## config.mk

```make
export PLATFORM = sky130hd
export DESIGN_NAME = mes_status
export DESIGN_NICKNAME = d
export VERILOG_FILES = /design/src/rtl/mes_pkg.sv /design/src/rtl/mes_axis_acc.sv /design/src/rtl/mes_status.sv
export SDC_FILE = /design/constraint.sdc
export NUM_CORES = 1
export LEC_CHECK = 0
export ABC_AREA = 1
export ABC_CLOCK_PERIOD_IN_PS = 8800
export BUFFER_PORTS_ARGS = -buffer_cell sky130_fd_sc_hd__buf_4
export CORE_MARGIN = 5
export CORE_UTILIZATION = 50
export DETAILED_ROUTE_END_ITERATION = 10
export PLACE_DENSITY = 0.69
export SYNTH_ARGS = -nofsm -noshare
export SYNTH_HDL_FRONTEND = slang
export SYNTH_SLANG_ARGS = --single-unit
```

## constraint.sdc

```tcl
create_clock -name clk -period 8.8 [get_ports clk]
set_input_delay 0.88 -clock clk [delete_from_list [all_inputs] [get_ports clk]]
set_output_delay 0.88 -clock clk [all_outputs]
set_load 0.05 [all_outputs]
```

## src/rtl/mes_pkg.sv

```systemverilog
// constants and carrier types for the motion event status readout
// Functional notes
// - event register at 0x02, bits 7..0 motion,pixel,first,overflow,reset,switch,tap,finger
// - motion pending set when displacement waits, cleared when both axes cleared
// - any event register write clears motion, overflow and both axes; data discarded
// - reset seen set by any reset, held until event register written
// - wide per-axis accumulators; overflow of either sets overflow flag
// - overflow clears after motion read and neither accumulator at full scale
// - pixel ready flag shows a valid pixel byte waits; host checks first
// - first pixel flag set on grab write or after whole array read
// - switch click flag set on click, cleared by reading 0x12
// - tap flag set on soft click, cleared by reading 0x7F
// - finger change flag set on presence change, cleared by reading 0x7A
// - 0x03 reads horizontal 8-bit two's complement displacement, a read subtracts the value it returns
// - 0x04 reads vertical 8-bit two's complement displacement, a read subtracts the value it returns
// - 0x05 reads upper 8 of 9-bit feature count, never above 167
// - read-only 8-bit silicon revision register
package mes_pkg;
  localparam logic [6:0] ADDR_REVISION = 7'h01;
  localparam logic [6:0] ADDR_EVENT    = 7'h02;
  localparam logic [6:0] ADDR_DX       = 7'h03;
  localparam logic [6:0] ADDR_DY       = 7'h04;
  localparam logic [6:0] ADDR_QUALITY  = 7'h05;
  localparam logic [6:0] ADDR_SWITCH   = 7'h12;
  localparam logic [6:0] ADDR_FINGER   = 7'h7A;
  localparam logic [6:0] ADDR_TAP      = 7'h7F;
  localparam int BIT_MOTION   = 7;
  localparam int BIT_PIXEL_BYTE_READY   = 6;
  localparam int BIT_FIRST    = 5;
  localparam int BIT_OVERFLOW = 4;
  localparam int BIT_RESET    = 3;
  localparam int BIT_SWITCH   = 2;
  localparam int BIT_TAP      = 1;
  localparam int BIT_FINGER   = 0;
  localparam int ACC_W        = 12;
  localparam logic [7:0] QUALITY_MAX   = 8'hA7;
  localparam logic [7:0] EVENT_RESET   = 8'h08;
  // arbitrary value, not tied to any real part
  localparam logic [7:0] REVISION_DEF  = 8'h00;

  typedef struct packed {
    logic       rd;
    logic       wr;
    logic [6:0] addr;
    logic [7:0] wdata;
  } mes_req_s;

  typedef struct packed {
    logic       motion_step;
    logic [7:0] dx_step;
    logic [7:0] dy_step;
    logic       pixel_valid;
    logic       pixel_wrap;
    logic       switch_click;
    logic       tap_click;
    logic       finger_present;
    logic [8:0] feature_count;
  } mes_evt_s;
endpackage

```

## src/rtl/mes_axis_acc.sv

```systemverilog
// one axis displacement accumulator with saturation; a read takes out only the clipped chunk it returns
`timescale 1ns/1ps
module mes_axis_acc #(
  parameter int W = mes_pkg::ACC_W
) (
  input  wire logic       clk,
  input  wire logic       rst_n,
  input  wire logic       add,
  input  wire logic [7:0] step,
  input  wire logic       take,
  input  wire logic       clear,
  output logic [7:0]      part,
  output logic            pending,
  output logic            full,
  output logic            ovf
);
  import mes_pkg::*;
  typedef struct packed {
    logic signed [W-1:0] acc;
  } mes_acc_s;
  localparam logic signed [W-1:0] MAXV = {1'b0, {(W-1){1'b1}}};
  localparam logic signed [W-1:0] MINV = {1'b1, {(W-1){1'b0}}};
  mes_acc_s r;
  mes_acc_s next_r;
  logic signed [W:0]   sum;
  logic signed [W-1:0] chunk;

  // chunk handed out on a read is clipped to what 8 bits carry
  always_comb begin
    if (r.acc > W'(signed'(8'sh7F))) begin
      chunk = W'(signed'(8'sh7F));
    end else if (r.acc < W'(signed'(8'sh80))) begin
      chunk = W'(signed'(8'sh80));
    end else begin
      chunk = r.acc;
    end
  end

  always_comb begin
    next_r = r;
    sum = {r.acc[W-1], r.acc};
    ovf = 1'b0;
    if (take) begin
      sum = sum - (W+1)'(chunk);
    end
    if (add) begin
      sum = sum + (W+1)'(signed'(step));
    end
    if (sum > (W+1)'(MAXV)) begin
      next_r.acc = MAXV;
      ovf = add;
    // signed compare; a concatenation here would turn it unsigned
    end else if (sum < (W+1)'(MINV)) begin
      next_r.acc = MINV;
      ovf = add;
    end else begin
      next_r.acc = sum[W-1:0];
    end
    if (clear) begin
      next_r.acc = '0;
    end
  end

  assign part    = chunk[7:0];
  assign pending = (r.acc != '0);
  assign full    = (r.acc == MAXV) || (r.acc == MINV);

  always_ff @(posedge clk or negedge rst_n) begin
    if (!rst_n) begin
      r <= '0;
    end else begin
      r <= next_r;
    end
  end
endmodule

```

## src/rtl/mes_status.sv

```systemverilog
// event flags, displacement readout and image quality register block
`timescale 1ns/1ps
module mes_status #(
  parameter logic [7:0] REVISION = mes_pkg::REVISION_DEF
) (
  input  wire logic             clk,
  input  wire logic             rst_n,
  input  wire mes_pkg::mes_req_s req,
  input  wire mes_pkg::mes_evt_s evt,
  input  wire logic             soft_reset,
  output logic [7:0]            rdata,
  output logic                  rvalid,
  output logic                  motion_pending,
  output logic                  reset_seen
);
  import mes_pkg::*;

  typedef struct packed {
    logic [7:0] flags;
    logic       finger_last;
    logic       motion_read;
    logic [7:0] quality;
    logic [7:0] rdata;
    logic       rvalid;
  } mes_state_s;

  mes_state_s r;
  mes_state_s next_r;

  logic       rd_dx;
  logic       rd_dy;
  logic       wr_evt;
  logic [7:0] dx_part;
  logic [7:0] dy_part;
  logic       dx_pend;
  logic       dy_pend;
  logic       dx_full;
  logic       dy_full;
  logic       dx_ovf;
  logic       dy_ovf;
  logic [7:0] q8;

  assign rd_dx  = req.rd && (req.addr == ADDR_DX);
  assign rd_dy  = req.rd && (req.addr == ADDR_DY);
  assign wr_evt = req.wr && (req.addr == ADDR_EVENT);

  mes_axis_acc #(.W(ACC_W)) u_x (
    .clk     (clk),
    .rst_n   (rst_n),
    .add     (evt.motion_step),
    .step    (evt.dx_step),
    .take    (rd_dx),
    .clear   (wr_evt),
    .part    (dx_part),
    .pending (dx_pend),
    .full    (dx_full),
    .ovf     (dx_ovf)
  );

  mes_axis_acc #(.W(ACC_W)) u_y (
    .clk     (clk),
    .rst_n   (rst_n),
    .add     (evt.motion_step),
    .step    (evt.dy_step),
    .take    (rd_dy),
    .clear   (wr_evt),
    .part    (dy_part),
    .pending (dy_pend),
    .full    (dy_full),
    .ovf     (dy_ovf)
  );

  // upper 8 of 9-bit count, clipped so the register never passes the limit
  always_comb begin
    q8 = evt.feature_count[8:1];
    if (q8 > QUALITY_MAX) begin
      q8 = QUALITY_MAX;
    end
  end

  always_comb begin
    next_r = r;
    next_r.rvalid = req.rd;
    next_r.finger_last = evt.finger_present;
    next_r.quality = q8;
    if (rd_dx || rd_dy) begin
      next_r.motion_read = 1'b1;
    end
    // clears first so that a same-cycle event still sets the flag
    if (wr_evt) begin
      next_r.flags[BIT_OVERFLOW] = 1'b0;
      next_r.flags[BIT_RESET] = 1'b0;
      next_r.motion_read = 1'b0;
    end
    if (next_r.motion_read && !dx_full && !dy_full) begin
      next_r.flags[BIT_OVERFLOW] = 1'b0;
      next_r.motion_read = 1'b0;
    end
    if (req.rd && req.addr == ADDR_SWITCH) begin
      next_r.flags[BIT_SWITCH] = 1'b0;
    end
    if (req.rd && req.addr == ADDR_TAP) begin
      next_r.flags[BIT_TAP] = 1'b0;
    end
    if (req.rd && req.addr == ADDR_FINGER) begin
      next_r.flags[BIT_FINGER] = 1'b0;
    end
    // motion pending follows held data; a write also empties both axes
    next_r.flags[BIT_MOTION] = !wr_evt &&
      (dx_pend || dy_pend || evt.motion_step);
    next_r.flags[BIT_PIXEL_BYTE_READY] = evt.pixel_valid;
    next_r.flags[BIT_FIRST]  = evt.pixel_wrap;
    if (dx_ovf || dy_ovf) begin
      next_r.flags[BIT_OVERFLOW] = 1'b1;
    end
    if (soft_reset) begin
      next_r.flags[BIT_RESET] = 1'b1;
    end
    if (evt.switch_click) begin
      next_r.flags[BIT_SWITCH] = 1'b1;
    end
    if (evt.tap_click) begin
      next_r.flags[BIT_TAP] = 1'b1;
    end
    if (evt.finger_present != r.finger_last) begin
      next_r.flags[BIT_FINGER] = 1'b1;
    end
    next_r.rdata = 8'h00;
    if (req.rd) begin
      unique case (req.addr)
        ADDR_REVISION: next_r.rdata = REVISION;
        ADDR_EVENT:    next_r.rdata = r.flags;
        ADDR_DX:       next_r.rdata = dx_part;
        ADDR_DY:       next_r.rdata = dy_part;
        ADDR_QUALITY:  next_r.rdata = r.quality;
        default:       next_r.rdata = 8'h00;
      endcase
    end
  end

  always_ff @(posedge clk or negedge rst_n) begin
    if (!rst_n) begin
      r <= '0;
      r.flags <= EVENT_RESET;
    end else begin
      r <= next_r;
    end
  end

  assign rdata          = r.rdata;
  assign rvalid         = r.rvalid;
  assign motion_pending = r.flags[BIT_MOTION];
  assign reset_seen     = r.flags[BIT_RESET];
endmodule

```

==> flow_summary.yaml, run 1 <==
setup_path:
  rr_startpoint: "u_x.r[10]$_DFF_PN0_"
  crit_arrival_ns: 6.01
  regToRegEndpoint: "u_x.r[10]$_DFF_PN0_"
  critPathMaxFanout: 11
  end_kind: "flop"
  rrSetupSlack_ns: 2.98
  worst-endpoint-required_ns: 8.98
  cp-start-kind: "flop"
  path_class: "reg2reg"
  slowest_delay_ns: 0.52
  cp_slowest_cell: "nor4_1"
  ff2ff_path_depth: 29
die:
  pin_count: 62
  die-area_mm2: 0.0133
  dieWidth_um: 115
  rows: 38
  coreArea_mm2: 0.0108
  die_h_um: 115
  initial_core_util: 0.511
logic_synthesis:
  synth_edf_count: 0
  ys_warn_count: 0
  synthFlopType: "dfrtp_1"
  synth_cell_types: 57
  syn-instance-count: 782
  syn_avg_cell_area_um2: 7.08
  synthTopCellsByArea: "dfrtp_1, nand2_1, ha_1, inv_1, nor2_1"
  syn_area_mm2: 0.00554
  seq_area_frac_synth: 0.231
  synth_fp_nets: 875
  yosysTopAreaCell: "dfrtp_1"
  postSynth.asyncResetShare: 1.00
  synth-seq-cells: 51
  netlist.area_leader.share: 0.226
clocking:
  clock-root-buffer: "clkbuf_8"
  postCtsSetupRepairBufs: 0
  clkTransAtPathRegs_ns: 0.09
  cts_resized: 0
  clock_sinks: 51
  h-tree-depth: 2
  cts_buffers: 5
  ctsHoldBuffers: 0
  clock_latency_ns: 0.30
  cts_tree: "built"
  clockBufferDepth: 2
outcome:
  status: "finished, final reports clean"
sta:
  setup_viol: 0
  rsz0062_at_grt: "false"
  worst_slack_ns: 2.98
  max_slew_margin: 0.589
  setup_tns_ns: 0
  fmax_mhz: 172
  hold_viol_final: 0
  drv_slew: 0
  period_share: 0.662
  finalHoldWorstSlack_ns: 0.503
  post-route-min-period_ns: 5.82
  worstMarginPinSlew_ns: 0.617
  skew_ns: 0.00281
place:
  place_worst_setup_slack_ns: 3.08
  gp_congestion: 0.940
  place_hpwl_mm: 11.1
  io_buffers: 52
detailed_routing:
  wl_per_cell_um: 14.2
  dr.pass1.iters: 5
  wl_mm: 13.6
  route.detailed.drc: 0
  via_per_inst: 5.32
  postRouteAntennaNets: 0
  vias: 5104
  first_iter_violations: 355
power:
  finalPower_mw: 2.35
  p_per_area_mw_per_mm2: 388
  peakVddDrop_mv: 0.140
  p_leak_nw: 3.09
hold_path:
  min_to: "rdata[0]$_DFF_PN0_"
  hp-start: "r[9]$_DFF_PN0_"
  hold_class: "reg2reg"
  hold_path_depth: 2
finish:
  fin_nets: 912
  n_antenna_cell: 0
  multi_input_area_mm2: 0.00368
  fillCellCount: 1090
  drive_above_1_share: 0.186
  area_growth_pct: 9.31
  seq_area_mm2: 0.00128
global_routing:
  antenna_found_initial: 0
  grt_pass1_vias: 4929
  grt.overflow.total: 0
  grt_pass1_wl_mm: 23.0
  track_usage: 0.211
  grt_max_degree: 52
flow_run:
  max_cap_violations: 0
-- flip-flops by register name, summed over array words and instances, names as in the netlist --
register,flops
r,16
rdata,8
rvalid,1
reset_seen,1
u_x.r,12
u_y.r,12
motion_pending,1
-- worst max-delay path: cells and delay by family (launching register included) --
family          cells  cell delay (ns)
flops               1             0.44
buf+inv             6             0.59
simple gates       15             2.04
fa+ha+maj           3             1.23
compound gates      5             1.43
-- through the flow --
stage                      util  std cells  instance area (µm²)
final                     0.559        959                 6050
after global routing      0.559        959                 6050
after CTS                 0.559        959                 6050
after detailed placement  0.549        952                 5950
after global placement    0.549        952                 5950
after floorplan               -        782                 5540
-- worst max path at each step --
stage,start,end,slack (ns),cells after the start
5_1_grt,u_x.r[10]$_DFF_PN0_,u_x.r[10]$_DFF_PN0_,2.56,29
3_5_place_dp,u_x.r[10]$_DFF_PN0_,u_x.r[10]$_DFF_PN0_,3.08,29
2_1_floorplan,u_x.r[10]$_DFF_PN0_,u_x.r[1]$_DFF_PN0_,4.10,30
6_report,u_x.r[10]$_DFF_PN0_,u_x.r[10]$_DFF_PN0_,2.98,29
4_1_cts,u_x.r[10]$_DFF_PN0_,u_x.r[10]$_DFF_PN0_,3.04,29
3_3_place_gp,u_x.r[10]$_DFF_PN0_,u_x.r[10]$_DFF_PN0_,3.17,29
-- report_power, final --
group          total, mW  switching, mW  internal, mW  leakage (nW)
clock network      0.157         0.0741        0.0831        0.0502
registers          0.391         0.0914         0.300         0.601
logic               1.80           1.13         0.673          2.44
-- metal layers --
layer	GRT usage	wire length [µm]	up-vias
li1	-	-	2663
met1	0.310	6680	2294
met2	0.333	5880	132
met3	0.0232	817	15
met4	0.0462	205	0
met5	0	0	-
-- cell usage after synthesis, types with 3 or more instances --
cell / count
clkbuf_1: 6
nand2_2: 9
a21o_1: 5
a21oi_1: 51
nor3_1: 8
a21oi_2: 22
inv_2: 9
o21a_1: 3
xor2_1: 12
nand4_1: 15
nor2_2: 10
nor2_1: 76
o31ai_1: 3
or2_2: 9
nand2_4: 6
a2bb2oi_1: 6
o21ai_0: 37
mux2i_1: 7
a31oi_1: 6
a211oi_1: 3
o22ai_1: 4
nor2_4: 4
xnor2_1: 9
nor4_1: 7
inv_1: 98
dfrtp_1: 50
inv_4: 4
ha_1: 38
o21bai_1: 10
nand3_2: 7
o21ai_1: 5
buf_6: 4
buf_4: 8
nand3b_1: 5
nand3_4: 3
nand3_1: 34
fa_1: 4
nand2_1: 161
-- cell type report --
| class | count | area share |
|---|---|---|
| Multi-Input combinational cell | 598 | 0.608 |
| Sequential cell | 51 | 0.211 |
| Inverter | 111 | 0.0705 |
| Timing Repair Buffer | 52 | 0.0645 |
| Tap cell | 140 | 0.0289 |
| Clock buffer | 5 | 0.0114 |
| Clock inverter | 2 | 0.00620 |
-- cell usage in the layout (no fill, tap or decap), drive strengths merged --
master    count
nand2       177
inv         111
nor2         92
a21oi        74
buf          52
dfrtp        50
o21ai        44
nand3        44
ha           38
nand4        15
xor2         12
o21bai       10
or2          10
xnor2         9
nor3          9
nor4          8
mux2i         7
a31oi         6
a2bb2oi       6
a21o          5
nand3b        5
clkbuf        5
o22ai         5
fa            4
o31ai         3
o21a          3
a211oi        3
a22oi         2
o211ai        2
and2          1
a221oi        1
a41oi         1
o41ai         1
a311oi        1
clkinvlp      1
bufinv        1
dfstp         1
-- cells by family after synthesis --
family / after synthesis / synth area share
buf+inv: 133 / 0.105
compound gates: 167 / 0.195
mux: 7 / 0.0127
fa+ha+maj: 42 / 0.100
xor+xnor: 21 / 0.0332
simple gates: 361 / 0.323
flops: 51 / 0.231
Note: power is estimated with default switching activity, not from simulation.
==> run 2, diff against run 1 <==
--- a/config.mk
+++ b/config.mk
@@ -6,7 +6,7 @@
 export NUM_CORES = 1
 export LEC_CHECK = 0
 export ABC_AREA = 1
-export ABC_CLOCK_PERIOD_IN_PS = 8800
+export ABC_CLOCK_PERIOD_IN_PS = 5500
 export BUFFER_PORTS_ARGS = -buffer_cell sky130_fd_sc_hd__buf_4
 export CORE_MARGIN = 5
 export CORE_UTILIZATION = 50
==> constraint.sdc (replaced) <==
create_clock -name clk -period 5.5 [get_ports clk]
set_input_delay 0.55 -clock clk [delete_from_list [all_inputs] [get_ports clk]]
set_output_delay 0.55 -clock clk [all_outputs]
set_load 0.05 [all_outputs]
==> flow_summary.yaml, run 2 (synthesis results as in run 1) <==
die:
  pin_count: 62
  die_h_um: 115
  initial_core_util: 0.511
  rows: 38
  coreArea_mm2: 0.0108
  die-area_mm2: 0.0133
  dieWidth_um: 115
sta:
  hold_viol_final: 0
  fmax_mhz: 199
  setup_viol: 0
  worstMarginPinSlew_ns: 0.616
  setup_tns_ns: 0
  skew_ns: 0.00866
  drv_slew: 0
  post-route-min-period_ns: 5.04
  max_slew_margin: 0.585
  period_share: 0.916
  rsz0062_at_grt: "false"
finish:
  area_growth_pct: 11.0
  n_antenna_cell: 0
  top_register: "r"
  drive_above_1_share: 0.202
  top_regs: "r: 16 flops, u_x.r: 12 flops, u_y.r: 12 flops"
  finalNonFillerCells: 967
  largest_register_ff_count: 16
  fillCellCount: 1023
  layout_commonest_cell: "nand2_1"
  fin_nets: 919
  final_cell_mix: "nand2_1, inv_1, nor2_1, buf_4, a21oi_1"
detailed_routing:
  wl_per_cell_um: 14.0
  routed-wl-met2_mm: 6.07
  met1Wirelength_mm: 6.51
  wl_met3_um: 721
  wl_mm: 13.6
  route.detailed.drc: 0
  vias: 5179
  dr.pass1.iters: 5
  top_layer: "met4"
  via_per_inst: 5.36
  postRouteAntennaNets: 0
  first_iter_violations: 274
outcome:
  status: "finished, final reports clean"
hold_path:
  hold_class: "in2async"
place:
  gp_congestion: 0.910
  place_hpwl_mm: 11.0
  dp.cells: 958
  io_buffers: 52
global_routing:
  antenna_found_initial: 0
  grt_max_degree: 52
  grt_pass1_wl_mm: 22.7
  grt.overflow.total: 0
  track_usage: 0.208
  grt_pass1_vias: 4957
power:
  peakVddDrop_mv: 0.245
  pwr-share-clk: 0.060
  combPwrFrac: 0.777
  swShare: 0.550
  p_per_area_mw_per_mm2: 623
  p_int_mw: 1.72
  seqPwrFrac: 0.163
  p_sw_mw: 2.11
  p_leak_nw: 3.13
clocking:
  cts_buffers: 5
  clock_sinks: 51
  ctsHoldBuffers: 0
  clkTransAtPathRegs_ns: 0.10
  h-tree-depth: 2
  clockBufferDepth: 2
  clock_latency_ns: 0.30
  cts_tree: "built"
  clock-root-buffer: "clkbuf_8"
setup_path:
  end_kind: "flop"
  critical_path.most_common_cell: "nand2_1"
  slowest_delay_ns: 0.47
  cp_slowest_cell: "fa_1"
  worst-endpoint-required_ns: 5.69
  cp-start-kind: "flop"
  crit_arrival_ns: 5.23
  critPathMaxFanout: 9
  path_class: "reg2reg"
flow_run:
  max_cap_violations: 0
[run 2: per-layer routing]
metal / track usage / vias up
met5: 0 / -
met4: 0.0540 / 0
met3: 0.0226 / 17
met2: 0.339 / 148
met1: 0.295 / 2338
li1: - / 2676
[run 2: layout make-up]
type                            instances  area (µm²)  area share
Multi-Input combinational cell        598        3710       0.604
Sequential cell                        51        1280       0.208
Timing Repair Buffer                   59         455      0.0741
Inverter                              111         427      0.0694
Tap cell                              140         175      0.0285
Clock buffer                            6        82.6      0.0134
Clock inverter                          2        16.3     0.00264
[run 2: per-stage QoR]
stage | setup slack (ns) | hold slack [ns] | power, mW | util | cell area, µm²
2_1_floorplan | 0.801 | 0.254 | 2.94 | - | 5540
5_1_grt | 0.00216 | 0.291 | 4.24 | 0.567 | 6150
3_5_place_dp | 0.215 | 0.483 | 3.49 | 0.553 | 5990
4_1_cts | 0.177 | 0.267 | 3.74 | 0.562 | 6090
6_report | 0.463 | 0.235 | 3.83 | 0.567 | 6150
3_3_place_gp | 0.321 | 0.490 | 3.42 | 0.553 | 5990
[run 2: what timing repair did]
item,CTS,global route
buffers inserted,0,1
resized for setup,0,8
setup endpoints to repair,0,24
[run 2: critical path, delay by kind of cell, from the launching register on]
kind	cells	cell delay, ns
DFF	1	0.41
xor gates and xnor gates	1	0.19
adders and majority gates	3	1.22
and+or+nand+nor	10	1.06
buffers and inverters	5	0.54
AOI/OAI and AO/OA	9	1.49
[run 2: final timing paths]
kind	start	endpoint	slack (ns)	depth (start not counted)
hold / removal	rst_n	r[19]$_DFFE_PN0P_	0.24	1
hold reg to reg	r[10]$_DFF_PN0_	rdata[1]$_DFF_PN0_	0.51	2
max in group asynchronous	rst_n	u_x.r[10]$_DFF_PN0_	4.80	1
setup reg to reg	u_x.r[10]$_DFF_PN0_	u_x.r[0]$_DFF_PN0_	0.46	28
setup / recovery	u_x.r[10]$_DFF_PN0_	u_x.r[0]$_DFF_PN0_	0.46	28
min in group clk	evt[13]	r[25]$_DFF_PN0_	0.35	1
[run 2: power by group through the flow]
stage | Sequential [mW] | Clock, mW | Combinational (mW)
after floorplan | 0.573 | 0 | 2.36
after global placement | 0.625 | 0 | 2.80
after detailed placement | 0.627 | 0 | 2.86
after CTS | 0.619 | 0.234 | 2.89
after global routing | 0.642 | 0.250 | 3.35
final | 0.625 | 0.230 | 2.98
